**src/hw/vis_cfg.svh**
```systemverilog
// offsets, field positions, reset values and counts of the virtual interrupt select block
`ifndef VIS_CFG_SVH
`define VIS_CFG_SVH
`define VIS_OFF_CTRL           8'h00
`define VIS_OFF_DIRECT_INJECT  8'h04
`define VIS_OFF_HYP_PENDING    8'h08
`define VIS_OFF_GUEST_PENDING  8'h0c
`define VIS_OFF_ENABLE         8'h10
`define VIS_OFF_PRIO_MASK      8'h14
`define VIS_OFF_ACTIVE_PRIO    8'h18
`define VIS_OFF_RUN_PRIO       8'h1c
`define VIS_OFF_HIGHEST        8'h20
`define VIS_PRIO_TABLE_BIT     7
`define VIS_CTRL_GUEST_EN_BIT  0
`define VIS_CTRL_HYP_EN_BIT    1
`define VIS_CTRL_INFRA_DIS_BIT 2
`define VIS_HIGHEST_VALID_BIT  31
`define VIS_RST_CTRL           3'h0
`define VIS_RST_PRIO_MASK      5'h1f
`define VIS_PRIO_IDLE          6'h20
`define VIS_PPI_LAST           5'h1f
`define VIS_SRC_A              5'h1e
`define VIS_SRC_B              5'h1b
`define VIS_TGT_A_NS           5'h1a
`define VIS_TGT_B_NS           5'h1c
`define VIS_TGT_A_S            5'h14
`define VIS_TGT_B_S            5'h13
`define VIS_SWEEP_BOUND        40
`endif

```
**src/hw/vis_pkg.sv**
```systemverilog
// types shared by the virtual interrupt select block
package vis_pkg;
  typedef logic [4:0] vis_prio_t;
  typedef logic [5:0] vis_rprio_t;
  typedef enum logic [2:0] {
    VIS_SWEEP   = 3'b001,
    VIS_DRAIN   = 3'b010,
    VIS_PUBLISH = 3'b100
  } vis_scan_t;
endpackage

```
**src/hw/vis_cand_if.sv**
```systemverilog
// candidate bundle between the select block and its arbiter
`timescale 1ns/1ps
interface vis_cand_if #(parameter int ID_W = 24);
  logic                infraValid;
  logic [ID_W-1:0]     infraId;
  vis_pkg::vis_prio_t  infraPrio;
  logic                ppiValid;
  logic [ID_W-1:0]     ppiId;
  vis_pkg::vis_prio_t  ppiPrio;
  logic                winValid;
  logic [ID_W-1:0]     winId;
  vis_pkg::vis_prio_t  winPrio;
  modport arb (input infraValid, infraId, infraPrio, ppiValid, ppiId, ppiPrio,
               output winValid, winId, winPrio);
  modport top (output infraValid, infraId, infraPrio, ppiValid, ppiId, ppiPrio,
               input winValid, winId, winPrio);
endinterface

```
**src/hw/vis_select.sv**
```systemverilog
// virtual-domain interrupt select: private redirection, candidate scan, masking and signalling
//
// Our own choices: the strobed register port and the address map.
`timescale 1ns/1ps
`include "vis_cfg.svh"
// Behaviour
// RL1: non-secure, source 30 injected: its pending drives virtual 26.
// RL2: non-secure, source 27 injected: its pending drives virtual 28.
// RL3: secure, source 30 injected: its pending drives virtual 20.
// RL4: secure, source 27 injected: its pending drives virtual 19.
// RL5: target guest pending aliases physical source; source keeps its own stored state.
// RL6: target inject bit acts as 0, but reads back as stored.
// RL7: hypervisor pending fields always read and write as stored.
// RL8: redirected target ignores stored hypervisor pending, uses physical source only.
// RL9: virtual priority mask comes from the mask register.
// RL10: running priority is highest active priority, reported in a register.
// RL11: sufficient means strictly above running priority and at or above mask.
// RL12: highest-pending report shows valid and number only when sufficient.
// RL13: highest pending exists only with both enables set and a candidate.
// RL14: winner is higher-priority of infrastructure and best private candidate.
// RL15: infrastructure candidate excluded when its disable bit is 1.
// RL16: without hypervisor level the hypervisor enable acts as 0.
// RL17: equal priorities: infrastructure candidate wins, fixed.
// RL18: selection determined and redetermined within a bounded number of cycles.
// RL19: virtual normal interrupt raised when a sufficient highest pending exists.
// RL20: virtual fast interrupt is never raised.
// RL21: superpriority decided whenever the virtual normal interrupt is signalled.
// RL22: superpriority needs priority 0, guest kernel or lower, nonmaskable enable.
// RL23: redirection only with nested controls {1,0} and hypervisor level enabled.
// RL24: numerically smaller priority is the higher priority.
// RL25: clear inject bit: no redirection, own stored pending used.
module vis_select #(
  parameter int ID_W     = 24,
  parameter bit HYP_IMPL = 1'b1
) (
  input  wire logic            clock,                  // core clock, 125 MHz
  input  wire logic            resetn,                 // async reset, active low
  input  wire logic [7:0]      regAddr,                // register byte address
  input  wire logic [31:0]     regWdata,               // register write data
  input  wire logic            regWrite,               // write strobe
  input  wire logic            regRead,                // read strobe
  output logic      [31:0]     regRdata,               // read data, cycle after strobe
  input  wire logic [31:0]     physPending,            // physical private pending state
  input  wire logic            infraValid,             // infrastructure candidate present
  input  wire logic [ID_W-1:0] infraId,                // infrastructure candidate number
  input  wire logic [4:0]      infraPrio,              // infrastructure candidate priority
  input  wire logic            nonsecureSelect,        // security state select
  input  wire logic            nestedVirtNv,           // nested virtualisation control
  input  wire logic            nestedVirtNv1,          // nested virtualisation control
  input  wire logic            hypEnabled,             // hypervisor level enabled here
  input  wire logic            guestKernelOrLower,     // executing at guest kernel or lower
  input  wire logic            guestNonmaskableEnable, // guest nonmaskable enable
  output logic                 virqOut,                // virtual normal interrupt
  output logic                 vfiqOut,                // virtual fast interrupt
  output logic                 vnmiOut                 // superpriority on virtual normal
);
  logic [2:0]         ctrl;
  logic [31:0]        directInject;
  logic [31:0]        hypPending;
  logic [31:0]        privEnable;
  vis_pkg::vis_prio_t prioMask;
  logic [31:0]        activePrio;
  logic [31:0]        highestReport;

  vis_pkg::vis_scan_t scanState;
  logic [4:0]         scanIdx;
  logic [4:0]         evalIdx;
  logic               evalValid;
  logic               bestValid;
  logic [4:0]         bestIdx;
  vis_pkg::vis_prio_t bestPrio;
  logic               candValid;
  logic [4:0]         candIdx;
  vis_pkg::vis_prio_t candPrio;
  vis_pkg::vis_prio_t memRdata;

  // redirect target of a source number for the selected security state
  function automatic logic [4:0] redirectTarget(input logic [4:0] src, input logic ns);
    if (src == `VIS_SRC_A) begin
      redirectTarget = ns ? `VIS_TGT_A_NS : `VIS_TGT_A_S;
    end else begin
      redirectTarget = ns ? `VIS_TGT_B_NS : `VIS_TGT_B_S;
    end
  endfunction

  wire        guestEn   = ctrl[`VIS_CTRL_GUEST_EN_BIT];
  wire        hypEnEff  = ctrl[`VIS_CTRL_HYP_EN_BIT] && HYP_IMPL && hypEnabled; // [RL16]
  wire        infraDis  = ctrl[`VIS_CTRL_INFRA_DIS_BIT];
  wire [31:0] dviEff    = HYP_IMPL ? directInject : 32'h0000_0000;
  wire        nestedOn  = nestedVirtNv && !nestedVirtNv1 && HYP_IMPL && hypEnabled; // [RL23]
  wire        redirA    = nestedOn && dviEff[`VIS_SRC_A]; // [RL25]
  wire        redirB    = nestedOn && dviEff[`VIS_SRC_B]; // [RL25]
  wire [4:0]  tgtA      = redirectTarget(`VIS_SRC_A, nonsecureSelect); // [RL1] [RL3]
  wire [4:0]  tgtB      = redirectTarget(`VIS_SRC_B, nonsecureSelect); // [RL2] [RL4]

  // per-bit effective pending: direct injection, redirection overlay, else stored state
  wire [31:0] effPending;
  genvar gi;
  generate
    for (gi = 0; gi < 32; gi++) begin : g_pend
      wire isTgtA  = redirA && (tgtA == 5'(gi));
      wire isTgtB  = redirB && (tgtB == 5'(gi));
      wire isSrc   = (redirA && gi == 30) || (redirB && gi == 27);
      wire useDvi  = dviEff[gi] && !isTgtA && !isTgtB && !isSrc; // [RL6]
      wire ownPend = useDvi ? physPending[gi] : hypPending[gi]; // [RL5] [RL25]
      assign effPending[gi] = isTgtA ? physPending[30] : isTgtB ? physPending[27] : ownPend; // [RL8]
    end
  endgenerate

  // running priority is the lowest set bit of the active priorities
  vis_pkg::vis_rprio_t runPrio;
  always_comb begin
    runPrio = `VIS_PRIO_IDLE;
    for (int i = 31; i >= 0; i--) begin
      if (activePrio[i]) begin
        runPrio = 6'(i); // [RL10]
      end
    end
  end

  // register decode
  wire        prioWr    = regWrite && regAddr[`VIS_PRIO_TABLE_BIT];
  wire        selCtrl   = regAddr == `VIS_OFF_CTRL;
  wire        selDvi    = regAddr == `VIS_OFF_DIRECT_INJECT;
  wire        selHpend  = regAddr == `VIS_OFF_HYP_PENDING;
  wire        selEnable = regAddr == `VIS_OFF_ENABLE;
  wire        selMask   = regAddr == `VIS_OFF_PRIO_MASK;
  wire        selApr    = regAddr == `VIS_OFF_ACTIVE_PRIO;
  logic [31:0] readMux;
  always_comb begin
    unique case (regAddr)
      `VIS_OFF_CTRL:          readMux = {29'h0, ctrl};
      `VIS_OFF_DIRECT_INJECT: readMux = directInject; // [RL6]
      `VIS_OFF_HYP_PENDING:   readMux = hypPending; // [RL7]
      `VIS_OFF_GUEST_PENDING: readMux = effPending; // [RL5]
      `VIS_OFF_ENABLE:        readMux = privEnable;
      `VIS_OFF_PRIO_MASK:     readMux = {27'h0, prioMask};
      `VIS_OFF_ACTIVE_PRIO:   readMux = activePrio;
      `VIS_OFF_RUN_PRIO:      readMux = {26'h0, runPrio}; // [RL10]
      `VIS_OFF_HIGHEST:       readMux = highestReport; // [RL12]
      default:                readMux = 32'h0000_0000;
    endcase
  end

  always_ff @(posedge clock or negedge resetn) begin
    if (!resetn) begin
      ctrl         <= `VIS_RST_CTRL;
      directInject <= '0;
      hypPending   <= '0;
      privEnable   <= '0;
      prioMask     <= `VIS_RST_PRIO_MASK;
      activePrio   <= '0;
      regRdata     <= '0;
    end else begin
      if (regWrite && selCtrl) ctrl <= regWdata[2:0];
      if (regWrite && selDvi) directInject <= regWdata;
      if (regWrite && selHpend) hypPending <= regWdata; // [RL7]
      if (regWrite && selEnable) privEnable <= regWdata;
      if (regWrite && selMask) prioMask <= regWdata[4:0]; // [RL9]
      if (regWrite && selApr) activePrio <= regWdata;
      regRdata <= regRead ? readMux : 32'h0000_0000;
    end
  end

  vis_prio_mem #(.W(5), .DEPTH(32), .AW(5)) u_prio (
    .clock  (clock),
    .resetn (resetn),
    .we     (prioWr),
    .waddr  (regAddr[6:2]),
    .wdata  (regWdata[4:0]),
    .raddr  (scanIdx),
    .rdata  (memRdata)
  );

  // sweep over the priority table, one entry a cycle, keeping the best eligible one
  wire evalHit  = evalValid && effPending[evalIdx] && privEnable[evalIdx];
  wire evalWins = evalHit && (!bestValid || memRdata < bestPrio); // [RL24]
  vis_pkg::vis_scan_t next_scanState;
  always_comb begin
    unique case (scanState)
      vis_pkg::VIS_SWEEP:   next_scanState = (scanIdx == `VIS_PPI_LAST) ? vis_pkg::VIS_DRAIN : vis_pkg::VIS_SWEEP;
      vis_pkg::VIS_DRAIN:   next_scanState = vis_pkg::VIS_PUBLISH;
      vis_pkg::VIS_PUBLISH: next_scanState = vis_pkg::VIS_SWEEP;
      default:              next_scanState = vis_pkg::VIS_SWEEP;
    endcase
  end

  always_ff @(posedge clock or negedge resetn) begin
    if (!resetn) begin
      scanState <= vis_pkg::VIS_SWEEP;
      scanIdx   <= '0;
      evalIdx   <= '0;
      evalValid <= 1'b0;
    end else begin
      scanState <= next_scanState; // [RL18]
      scanIdx   <= (scanState == vis_pkg::VIS_SWEEP) ? scanIdx + 5'h01 : 5'h00;
      evalIdx   <= scanIdx;
      evalValid <= scanState == vis_pkg::VIS_SWEEP;
    end
  end

  always_ff @(posedge clock or negedge resetn) begin
    if (!resetn) begin
      bestValid <= 1'b0;
      bestIdx   <= '0;
      bestPrio  <= '0;
      candValid <= 1'b0;
      candIdx   <= '0;
      candPrio  <= '0;
    end else if (scanState == vis_pkg::VIS_PUBLISH) begin
      candValid <= bestValid;
      candIdx   <= bestIdx;
      candPrio  <= bestPrio;
      bestValid <= 1'b0;
    end else if (evalWins) begin
      bestValid <= 1'b1;
      bestIdx   <= evalIdx;
      bestPrio  <= memRdata;
    end
  end

  // a published candidate that stopped pending or was disabled is dropped at once
  wire candLive = candValid && effPending[candIdx] && privEnable[candIdx];

  vis_cand_if #(.ID_W(ID_W)) cand ();
  assign cand.infraValid = infraValid && !infraDis; // [RL15]
  assign cand.infraId    = infraId;
  assign cand.infraPrio  = infraPrio;
  assign cand.ppiValid   = candLive;
  assign cand.ppiId      = ID_W'(candIdx);
  assign cand.ppiPrio    = candPrio;

  vis_arbiter u_arb (
    .cand (cand)
  );

  wire hppiExists = guestEn && hypEnEff && cand.winValid; // [RL13]
  wire sufficient = ({1'b0, cand.winPrio} < runPrio) && (cand.winPrio <= prioMask); // [RL11] [RL24]
  wire signalIrq  = hppiExists && sufficient;
  wire superPrio  = signalIrq && cand.winPrio == 5'h00 && guestKernelOrLower && guestNonmaskableEnable;

  always_ff @(posedge clock or negedge resetn) begin
    if (!resetn) begin
      virqOut       <= 1'b0;
      vfiqOut       <= 1'b0;
      vnmiOut       <= 1'b0;
      highestReport <= '0;
    end else begin
      virqOut       <= signalIrq; // [RL19]
      vfiqOut       <= 1'b0; // [RL20]
      vnmiOut       <= superPrio; // [RL21] [RL22]
      highestReport <= signalIrq ? {1'b1, 31'(cand.winId)} : 32'h0000_0000; // [RL12]
    end
  end

  localparam int SWEEP_MAX = `VIS_SWEEP_BOUND;
endmodule

```
**src/hw/vis_prio_mem.sv**
```systemverilog
// private interrupt priority table with registered read port
`timescale 1ns/1ps
module vis_prio_mem #(
  parameter int W     = 5,
  parameter int DEPTH = 32,
  parameter int AW    = 5
) (
  input  wire logic          clock,   // core clock
  input  wire logic          resetn,  // async reset, active low
  input  wire logic          we,      // write strobe
  input  wire logic [AW-1:0] waddr,   // write index
  input  wire logic [W-1:0]  wdata,   // write priority
  input  wire logic [AW-1:0] raddr,   // read index
  output logic      [W-1:0]  rdata    // priority, one cycle after raddr
);
  logic [W-1:0] store [DEPTH];

  always_ff @(posedge clock) begin
    if (we) begin
      store[waddr] <= wdata;
    end
  end

  always_ff @(posedge clock or negedge resetn) begin
    if (!resetn) begin
      rdata <= '0;
    end else begin
      rdata <= store[raddr];
    end
  end
endmodule

```
**src/hw/vis_arbiter.sv**
```systemverilog
// picks the higher-priority of the infrastructure and private candidates
`timescale 1ns/1ps
module vis_arbiter (
  vis_cand_if.arb cand  // candidates in, winner out
);
  logic infraWins;

  // smaller value is higher priority; on a tie the infrastructure candidate wins
  assign infraWins = cand.infraValid && (!cand.ppiValid || cand.infraPrio <= cand.ppiPrio); // [RL14] [RL17] [RL24]
  assign cand.winValid = cand.infraValid || cand.ppiValid;
  assign cand.winId    = infraWins ? cand.infraId : cand.ppiId;
  assign cand.winPrio  = infraWins ? cand.infraPrio : cand.ppiPrio;
endmodule

```
**config.mk**
```make
export PLATFORM = sky130hd
export DESIGN_NAME = vis_select
export DESIGN_NICKNAME = d
export VERILOG_FILES = /design/src/hw/vis_pkg.sv /design/src/hw/vis_cand_if.sv /design/src/hw/vis_select.sv /design/src/hw/vis_prio_mem.sv /design/src/hw/vis_arbiter.sv
export VERILOG_INCLUDE_DIRS = /design/src /design/src/hw
export SDC_FILE = /design/constraint.sdc
export NUM_CORES = 1
export LEC_CHECK = 0
export BUFFER_PORTS_ARGS = -buffer_cell sky130_fd_sc_hd__buf_2
export CORE_ASPECT_RATIO = 1.2
export CORE_MARGIN = 1
export CORE_UTILIZATION = 30
export DETAILED_ROUTE_END_ITERATION = 8
export SLEW_MARGIN = 5
export SYNTH_ARGS = -nofsm -noshare
export SYNTH_HDL_FRONTEND = slang
export SYNTH_SLANG_ARGS = --single-unit
```
**constraint.sdc**
```tcl
create_clock -name clock -period 4.63 [get_ports clock]
set_input_delay 0.463 -clock clock [delete_from_list [all_inputs] [get_ports clock]]
set_output_delay 0.463 -clock clock [all_outputs]
set_load 0.1 [all_outputs]
```
After elaboration in Yosys (flattened, before gate mapping) --
Memory sizes are Yosys's and may differ from the RTL's. A register that Yosys moved wholly into a read port is not among the register bits. Index checks and enable logic that the tools add are counted.
Word-level totals: bits in writable memories 160, memory bits (read-only) 0, logic and storage cells 489, input bits 112, output and inout bits 35, bits in latches 0, memories kept 1, bits in registers 238
Memories:
- u_prio.store | words 32, width 5, read ports 1, clocked after Yosys merged registers in 1, wr ports 1, line vis_prio_mem.sv:16 | logic [W-1:0] store [DEPTH];
Operators by class: multiplexer cells 150, bitwise gates (word level) 1, div/mod/pow operators 0, add/sub/neg operators 1, multiply operators 0, magnitude comparators 6, shifts and indexed selects 0, reductions and logical operators 236, equality and inequality tests 74
Operator list (count):
- $pmux W32 S9 | 1
- $mux W6 | 32
- $eq A5 B5 Y1 const B | 33
- $logic_and A1 B1 Y1 | 156
- $mux W1 | 104
- $eq A5 B4 Y1 const B | 16
- $logic_not A1 Y1 | 71
- $mux W32 | 2
- $eq A5 B3 Y1 const B | 8
- $eq A8 B5 Y1 const B | 4
- $mux W24 | 1
- $bmux W1 S5 | 4
- $eq A5 B2 Y1 const B | 4
- $eq A8 B4 Y1 const B | 2
- $logic_not A5 Y1 | 3
- $lt A5 B6 Y1 const B | 2
- $eq A5 B1 Y1 const B | 2
- $le A5 B5 Y1 | 2
- $mux W5 | 2
- $eq A8 B3 Y1 const B | 1
- $eq A8 B6 Y1 const B | 1
- $logic_not A8 Y1 | 1
- $mux W4 | 2
- $lt A5 B6 Y1 | 1
- other kinds (11) | 13

Logic depth before layout (Yosys ltp) --
word-level depth 38, gate-level depth with buffers 21, mapped depth without buffers 18

Hierarchy --
A second synthesis with hierarchy kept.
Second synthesis, totals: cells, all modules 1313, area total of the unflattened synthesis 18296.3 um2
By module, submodules not included:
- vis_select | area an instance 11378.4 um2, seq. area each 5763.0 um2, times used 1, cells an instance 984
- vis_prio_mem | area an instance 6369.9 um2, seq. area each 4929.7 um2, times used 1, cells an instance 277
- vis_arbiter | area an instance 548.0 um2, seq. area each 0.0 um2, times used 1, cells an instance 52

Worst setup path before layout --
Ideal clock, no wire load.
path kind input to register, from input nestedVirtNv1, to register highestReport[14], stages 17, data arrival time 3.788 ns, library setup time 0.069 ns, setup slack 0.773 ns, data required time 4.561 ns, path through and3b_4 a41o_2 a21oi_1 o41ai_2 a31oi_4 buf_6 o21ai_0 ha_1 nor2b_1 o21a_1 o21ai_0 a21o_1 nand2_1 nor3_2 a31oi_4 buf_8 nor2_2
Between the ends: cells in the longest elaborated chain, start to end 24, elaborated cells on any way between the ends 313
RTL lines:
- from (decl) | line vis_select.sv:49 | input wire logic nestedVirtNv1,
- $logic_not A1 Y1 (*) | line vis_select.sv:90 | wire nestedOn = nestedVirtNv && !nestedVirtNv1 && HYP_IMPL && hypEnabled;
- $logic_and A1 B1 Y1 (*) (2 in series) | line vis_select.sv:90
- $logic_and A1 B1 Y1 | line vis_select.sv:91 | wire redirA = nestedOn && dviEff[`VIS_SRC_A];
- $logic_and A1 B1 Y1 | line vis_select.sv:101 | wire isTgtA = redirA && (tgtA == 5'(gi));
- $logic_not A1 Y1 | line vis_select.sv:104 | wire useDvi = dviEff[gi] && !isTgtA && !isTgtB && !isSrc;
- $logic_and A1 B1 Y1 (3 in series) | line vis_select.sv:104
- $mux W1 | line vis_select.sv:105 | wire ownPend = useDvi ? physPending[gi] : hypPending[gi];
- $mux W1 (2 in series) | line vis_select.sv:106 | assign effPending[gi] = isTgtA ? physPending[30] : isTgtB ? physPending[27] : ownPend;
- (+4 left out)
- $logic_not A1 Y1 | line vis_arbiter.sv:9 | assign infraWins = cand.infraValid && (!cand.ppiValid || cand.infraPrio <= cand.ppiPrio);
- $logic_or A1 B1 Y1 | line vis_arbiter.sv:9
- $logic_and A1 B1 Y1 | line vis_arbiter.sv:9
- $mux W5 | line vis_arbiter.sv:12 | assign cand.winPrio = infraWins ? cand.infraPrio : cand.ppiPrio;
- $lt A5 B6 Y1 or $le A5 B5 Y1 (tied branches) | line vis_select.sv:238 | wire sufficient = ({1'b0, cand.winPrio} < runPrio) && (cand.winPrio <= prioMask);
- $logic_and A1 B1 Y1 | line vis_select.sv:238
- $logic_and A1 B1 Y1 | line vis_select.sv:239 | wire signalIrq = hppiExists && sufficient;
- $mux W32 (*) | line vis_select.sv:252 | highestReport <= signalIrq ? {1'b1, 31'(cand.winId)} : 32'h0000_0000;
- to (signal assigned) | line vis_select.sv:252
- to (decl) | line vis_select.sv:63 | logic [31:0] highestReport;
Mark *: on every way between the ends. The rest lies on a longest branch, timed or not. The select of a mux whose other input is x is not followed. A chain may end at the register's enable or synchronous reset.

Worst setup path in the final report --
from register directInject[15], to register highestReport[11]
Between the ends: cells in the longest elaborated chain, start to end 17, elaborated cells on any way between the ends 21
RTL lines:
- from (decl) | line vis_select.sv:58 | logic [31:0] directInject;
- from (signal assigned) | line vis_select.sv:156 | if (regWrite && selDvi) directInject <= regWdata;
- $logic_and A1 B1 Y1 (*) (2 in series) | line vis_select.sv:104
- $mux W1 (*) | line vis_select.sv:105
- $mux W1 (*) (2 in series) | line vis_select.sv:106
- $bmux W1 S5 (*) | line vis_select.sv:223 | wire candLive = candValid && effPending[candIdx] && privEnable[candIdx];
- $mux W1 (not written as such) (*) | line vis_select.sv:223
- $logic_and A1 B1 Y1 (*) (2 in series) | line vis_select.sv:223
- $logic_not A1 Y1 | line vis_arbiter.sv:9
- $logic_or A1 B1 Y1 | line vis_arbiter.sv:9
- $logic_and A1 B1 Y1 | line vis_arbiter.sv:9
- $mux W5 | line vis_arbiter.sv:12
- $lt A5 B6 Y1 or $le A5 B5 Y1 (tied branches) | line vis_select.sv:238
- $logic_and A1 B1 Y1 | line vis_select.sv:238
- $logic_and A1 B1 Y1 | line vis_select.sv:239
- $mux W32 (*) | line vis_select.sv:252
Marks and branches as above.

==> results.toml <==
[clocking]
cts_tree = "built"
clk_path_buf_depth = 3
cts_hold_buf = 0
cts_sinks = 395
cts_max_level = 2
clk_pin_slew_ns = 0.06
cts_buffers = 44
insertion_delay_ns = 0.59
cts-root-buf = "clkbuf_16"

[grt]
grt_pass1_wl_mm = 80.1
grt_pass1_vias = 12600
track_usage_pct = 17.2
antenna_found_initial = 4
grt_max_degree = 133
grt.overflow.total = 0

[synth]
syn_inst = 1327
netlist_area_sq_um = 18200
synthTopCellsByCount = "dfrtp_1, mux2_2, edfxtp_1, nand2_1, nor2_1"
synth_top_area_cell = "dfrtp_1"
syn_nets = 1459
synthArstFlopShare_pct = 59.5
yosysMostFrequentCell = "dfrtp_1"
synthFlopType = "dfrtp_1"
netlist.area_leader.share_pct = 31.4
synth-seq-cells = 395
synthDistinctLibCells = 82
synthTopCellsByArea = "dfrtp_1, edfxtp_1, mux2_2"
yosys_warnings = 0
yosysSeqAreaShare_pct = 58.6
syn-mean-instance-area_sq_um = 13.7
synth_edf_count = 160

[place]
hpwlAfterDp_mm = 36.7
io_buffers = 145
routabilityCongestion = 0.846
placedCellCount = 2237

[worst_setup_path]
crit_fanout = 19
required_ns = 5.14
endpoint_kind = "flop"
reg2reg_slack_ns = 0.17
rr_worst_depth = 18
critPathLaunchType = "flop"
crit_type = "flop to flop"
reg2reg_to = "highestReport[11]"
r2r-start = "directInject[15]"
endpoint = "highestReport[11]"
arrival_ns = 4.97
crit_path_start = "directInject[15]"

[sta]
clock_skew_ns = 0.0191
min_period_over_period_pct = 96.2
fmax_mhz = 224
layout_min_cycle_time_ns = 4.46
whs_ns = -0.0407
slew_violations = 0
relSlewSlack_pct = 25.8
hold_viol = 28
rsz0062_at_grt = "no"
finalSetupTns_ns = 0
setup_violations = 0
tightest_slew_ns = 1.11

[die]
ios = 147
die_area_sq_um = 61800
row_count = 98
die_y_microns = 272
start_util_pct = 30.5
core_area_sq_um = 59800
die_w_microns = 227

[power]
peakVddDrop_v = 0.000251
p_per_area_nw_per_um2 = 371
power_uw = 7970
p_leak_uw = 0.00868

[cells_and_area]
stdcell_count = 2320
fillers = 5773
drive_gt1_share_pct = 33.4
area_growth_pct = 17.8
nNetsFinal = 1616
fin_util_pct = 35.9

[route]
dr.pass1.iters = 6
drtAntennaViolNets = 0
routed_via_density = 5.33
routed_wirelength_mm = 53.0
wl_per_cell_microns = 22.8
drtIter0Drc = 1251
vias = 12400
drcViolationCount = 0

[hold_path]
min-delay-path-class = "input port to async pin"

[status]
status = "finished, violations left"
violations = "hold timing"

[flow_run]
max_cap_violations = 0
per-stage QoR:
| stage | area, sq um | setup slack [ns] |
|---|---|---|
| after global routing | 21500 | 0.00962 |
| after floorplan | 18200 | 0.773 |
| final | 21500 | 0.174 |
| after global placement | 19900 | 0.127 |
| after detailed placement | 19900 | -0.0571 |
| after CTS | 21400 | 0.0481 |
cell usage in the layout, fill, tap and decap left out, drive strengths merged, types with 7 or more instances in the layout:
master	count
edfxtp	160
a22o	7
mux2i	33
nor4	14
mux4	58
buf	180
mux2	168
a22oi	28
a21o	19
nand3b	7
nand3	16
clkbuf	58
nor3	12
a21oi	31
nand2	90
ha	20
a222oi	15
a31oi	31
nor2	100
nand4	7
nand4b	9
inv	36
o21ai	40
nand2b	14
nor2b	12
dfrtp	229
a221oi	11
clkinv	12
logic make-up (layout without fill, tap and decap cells):
| group | count (synthesis) | after routing | synth area share [%] |
|---|---|---|---|
| flip-flops | 395 | 395 | 58.6 |
| AND/OR/NAND/NOR | 304 | 304 | 8.29 |
| multiplexers | 259 | 259 | 19.4 |
| AO/OA/AOI/OAI | 243 | 243 | 9.81 |
| buffers and inverters | 103 | 295 | 2.41 |
| adder cells (fa/ha/maj) | 20 | 20 | 1.37 |
| XOR/XNOR | 2 | 2 | 0.0961 |
| other | 1 | 2 | 0.0206 |
registers in the layout, summed over array words and instances, names as in the netlist, 3 cells and up:
name           count
evalIdx            5
candIdx            5
bestIdx            5
scanState          3
highestReport     25
cand.ppiPrio       5
u_prio.rdata       5
hypPending        32
regRdata          32
u_prio.store     160
prioMask           5
directInject      32
ctrl               3
privEnable        32
activePrio        32
scanIdx            5
bestPrio           5
critical path, cell delays in order, from the launching register on:
cell and delay (ns):
dfrtp_1 0.42, mux2i_2 0.31, o32ai_1 0.14, mux4_2 0.52, a221oi_2 0.41, nor2b_1 0.18
a31oi_4 0.31, buf_4 0.20, nand2_1 0.07, o21ai_0 0.13, ha_1 0.31, a21o_1 0.16
a21oi_1 0.16, o2111a_1 0.21, nand2_1 0.07, nor3_2 0.33, a31oi_4 0.14, buf_12 0.18
nor2_1 0.12
layer usage:
| layer | track usage (%) | wire length, microns |
|---|---|---|
| met5 | 0 | 30 |
| met2 | 29.0 | 26100 |
| met1 | 22.3 | 22100 |
| met3 | 3.07 | 3210 |
| met4 | 5.48 | 1560 |
area by class of cell:
type,count,area (sq um),share of cell area (%)
Clock buffer,58,1210,5.66
Timing Repair Buffer,180,1010,4.71
Antenna cell,1,2.50,0.0117
Tap cell,800,1000,4.66
Multi-Input combinational cell,829,7120,33.2
Sequential cell,395,10700,49.8
Inverter,34,128,0.594
Clock inverter,23,299,1.39
how the worst min path moves through the flow:
stage	from	to	slack (ns)
2_1_floorplan	resetn	activePrio[0]	0.17
3_3_place_gp	scanState[2]	scanState[2]	0.45
6_report	resetn	regRdata[15]	-0.04
4_1_cts	resetn	regRdata[15]	0.04
5_1_grt	resetn	hypPending[15]	0.04
3_5_place_dp	scanState[2]	scanState[2]	0.47
where the power goes:
part           leakage, uW  switching (uW)  internal, uW
Combinational      0.00333             311           194
Sequential         0.00461            73.7          3720
Clock             0.000732            1470          2200
Total              0.00868            1860          6110
repair_timing:
item / 4_1_cts / 5_1_grt
setup endpoints to repair: 0 / 21
resized for setup: 0 / 1
setup buffers: 0 / 1
(Power assumes the default switching activity.)
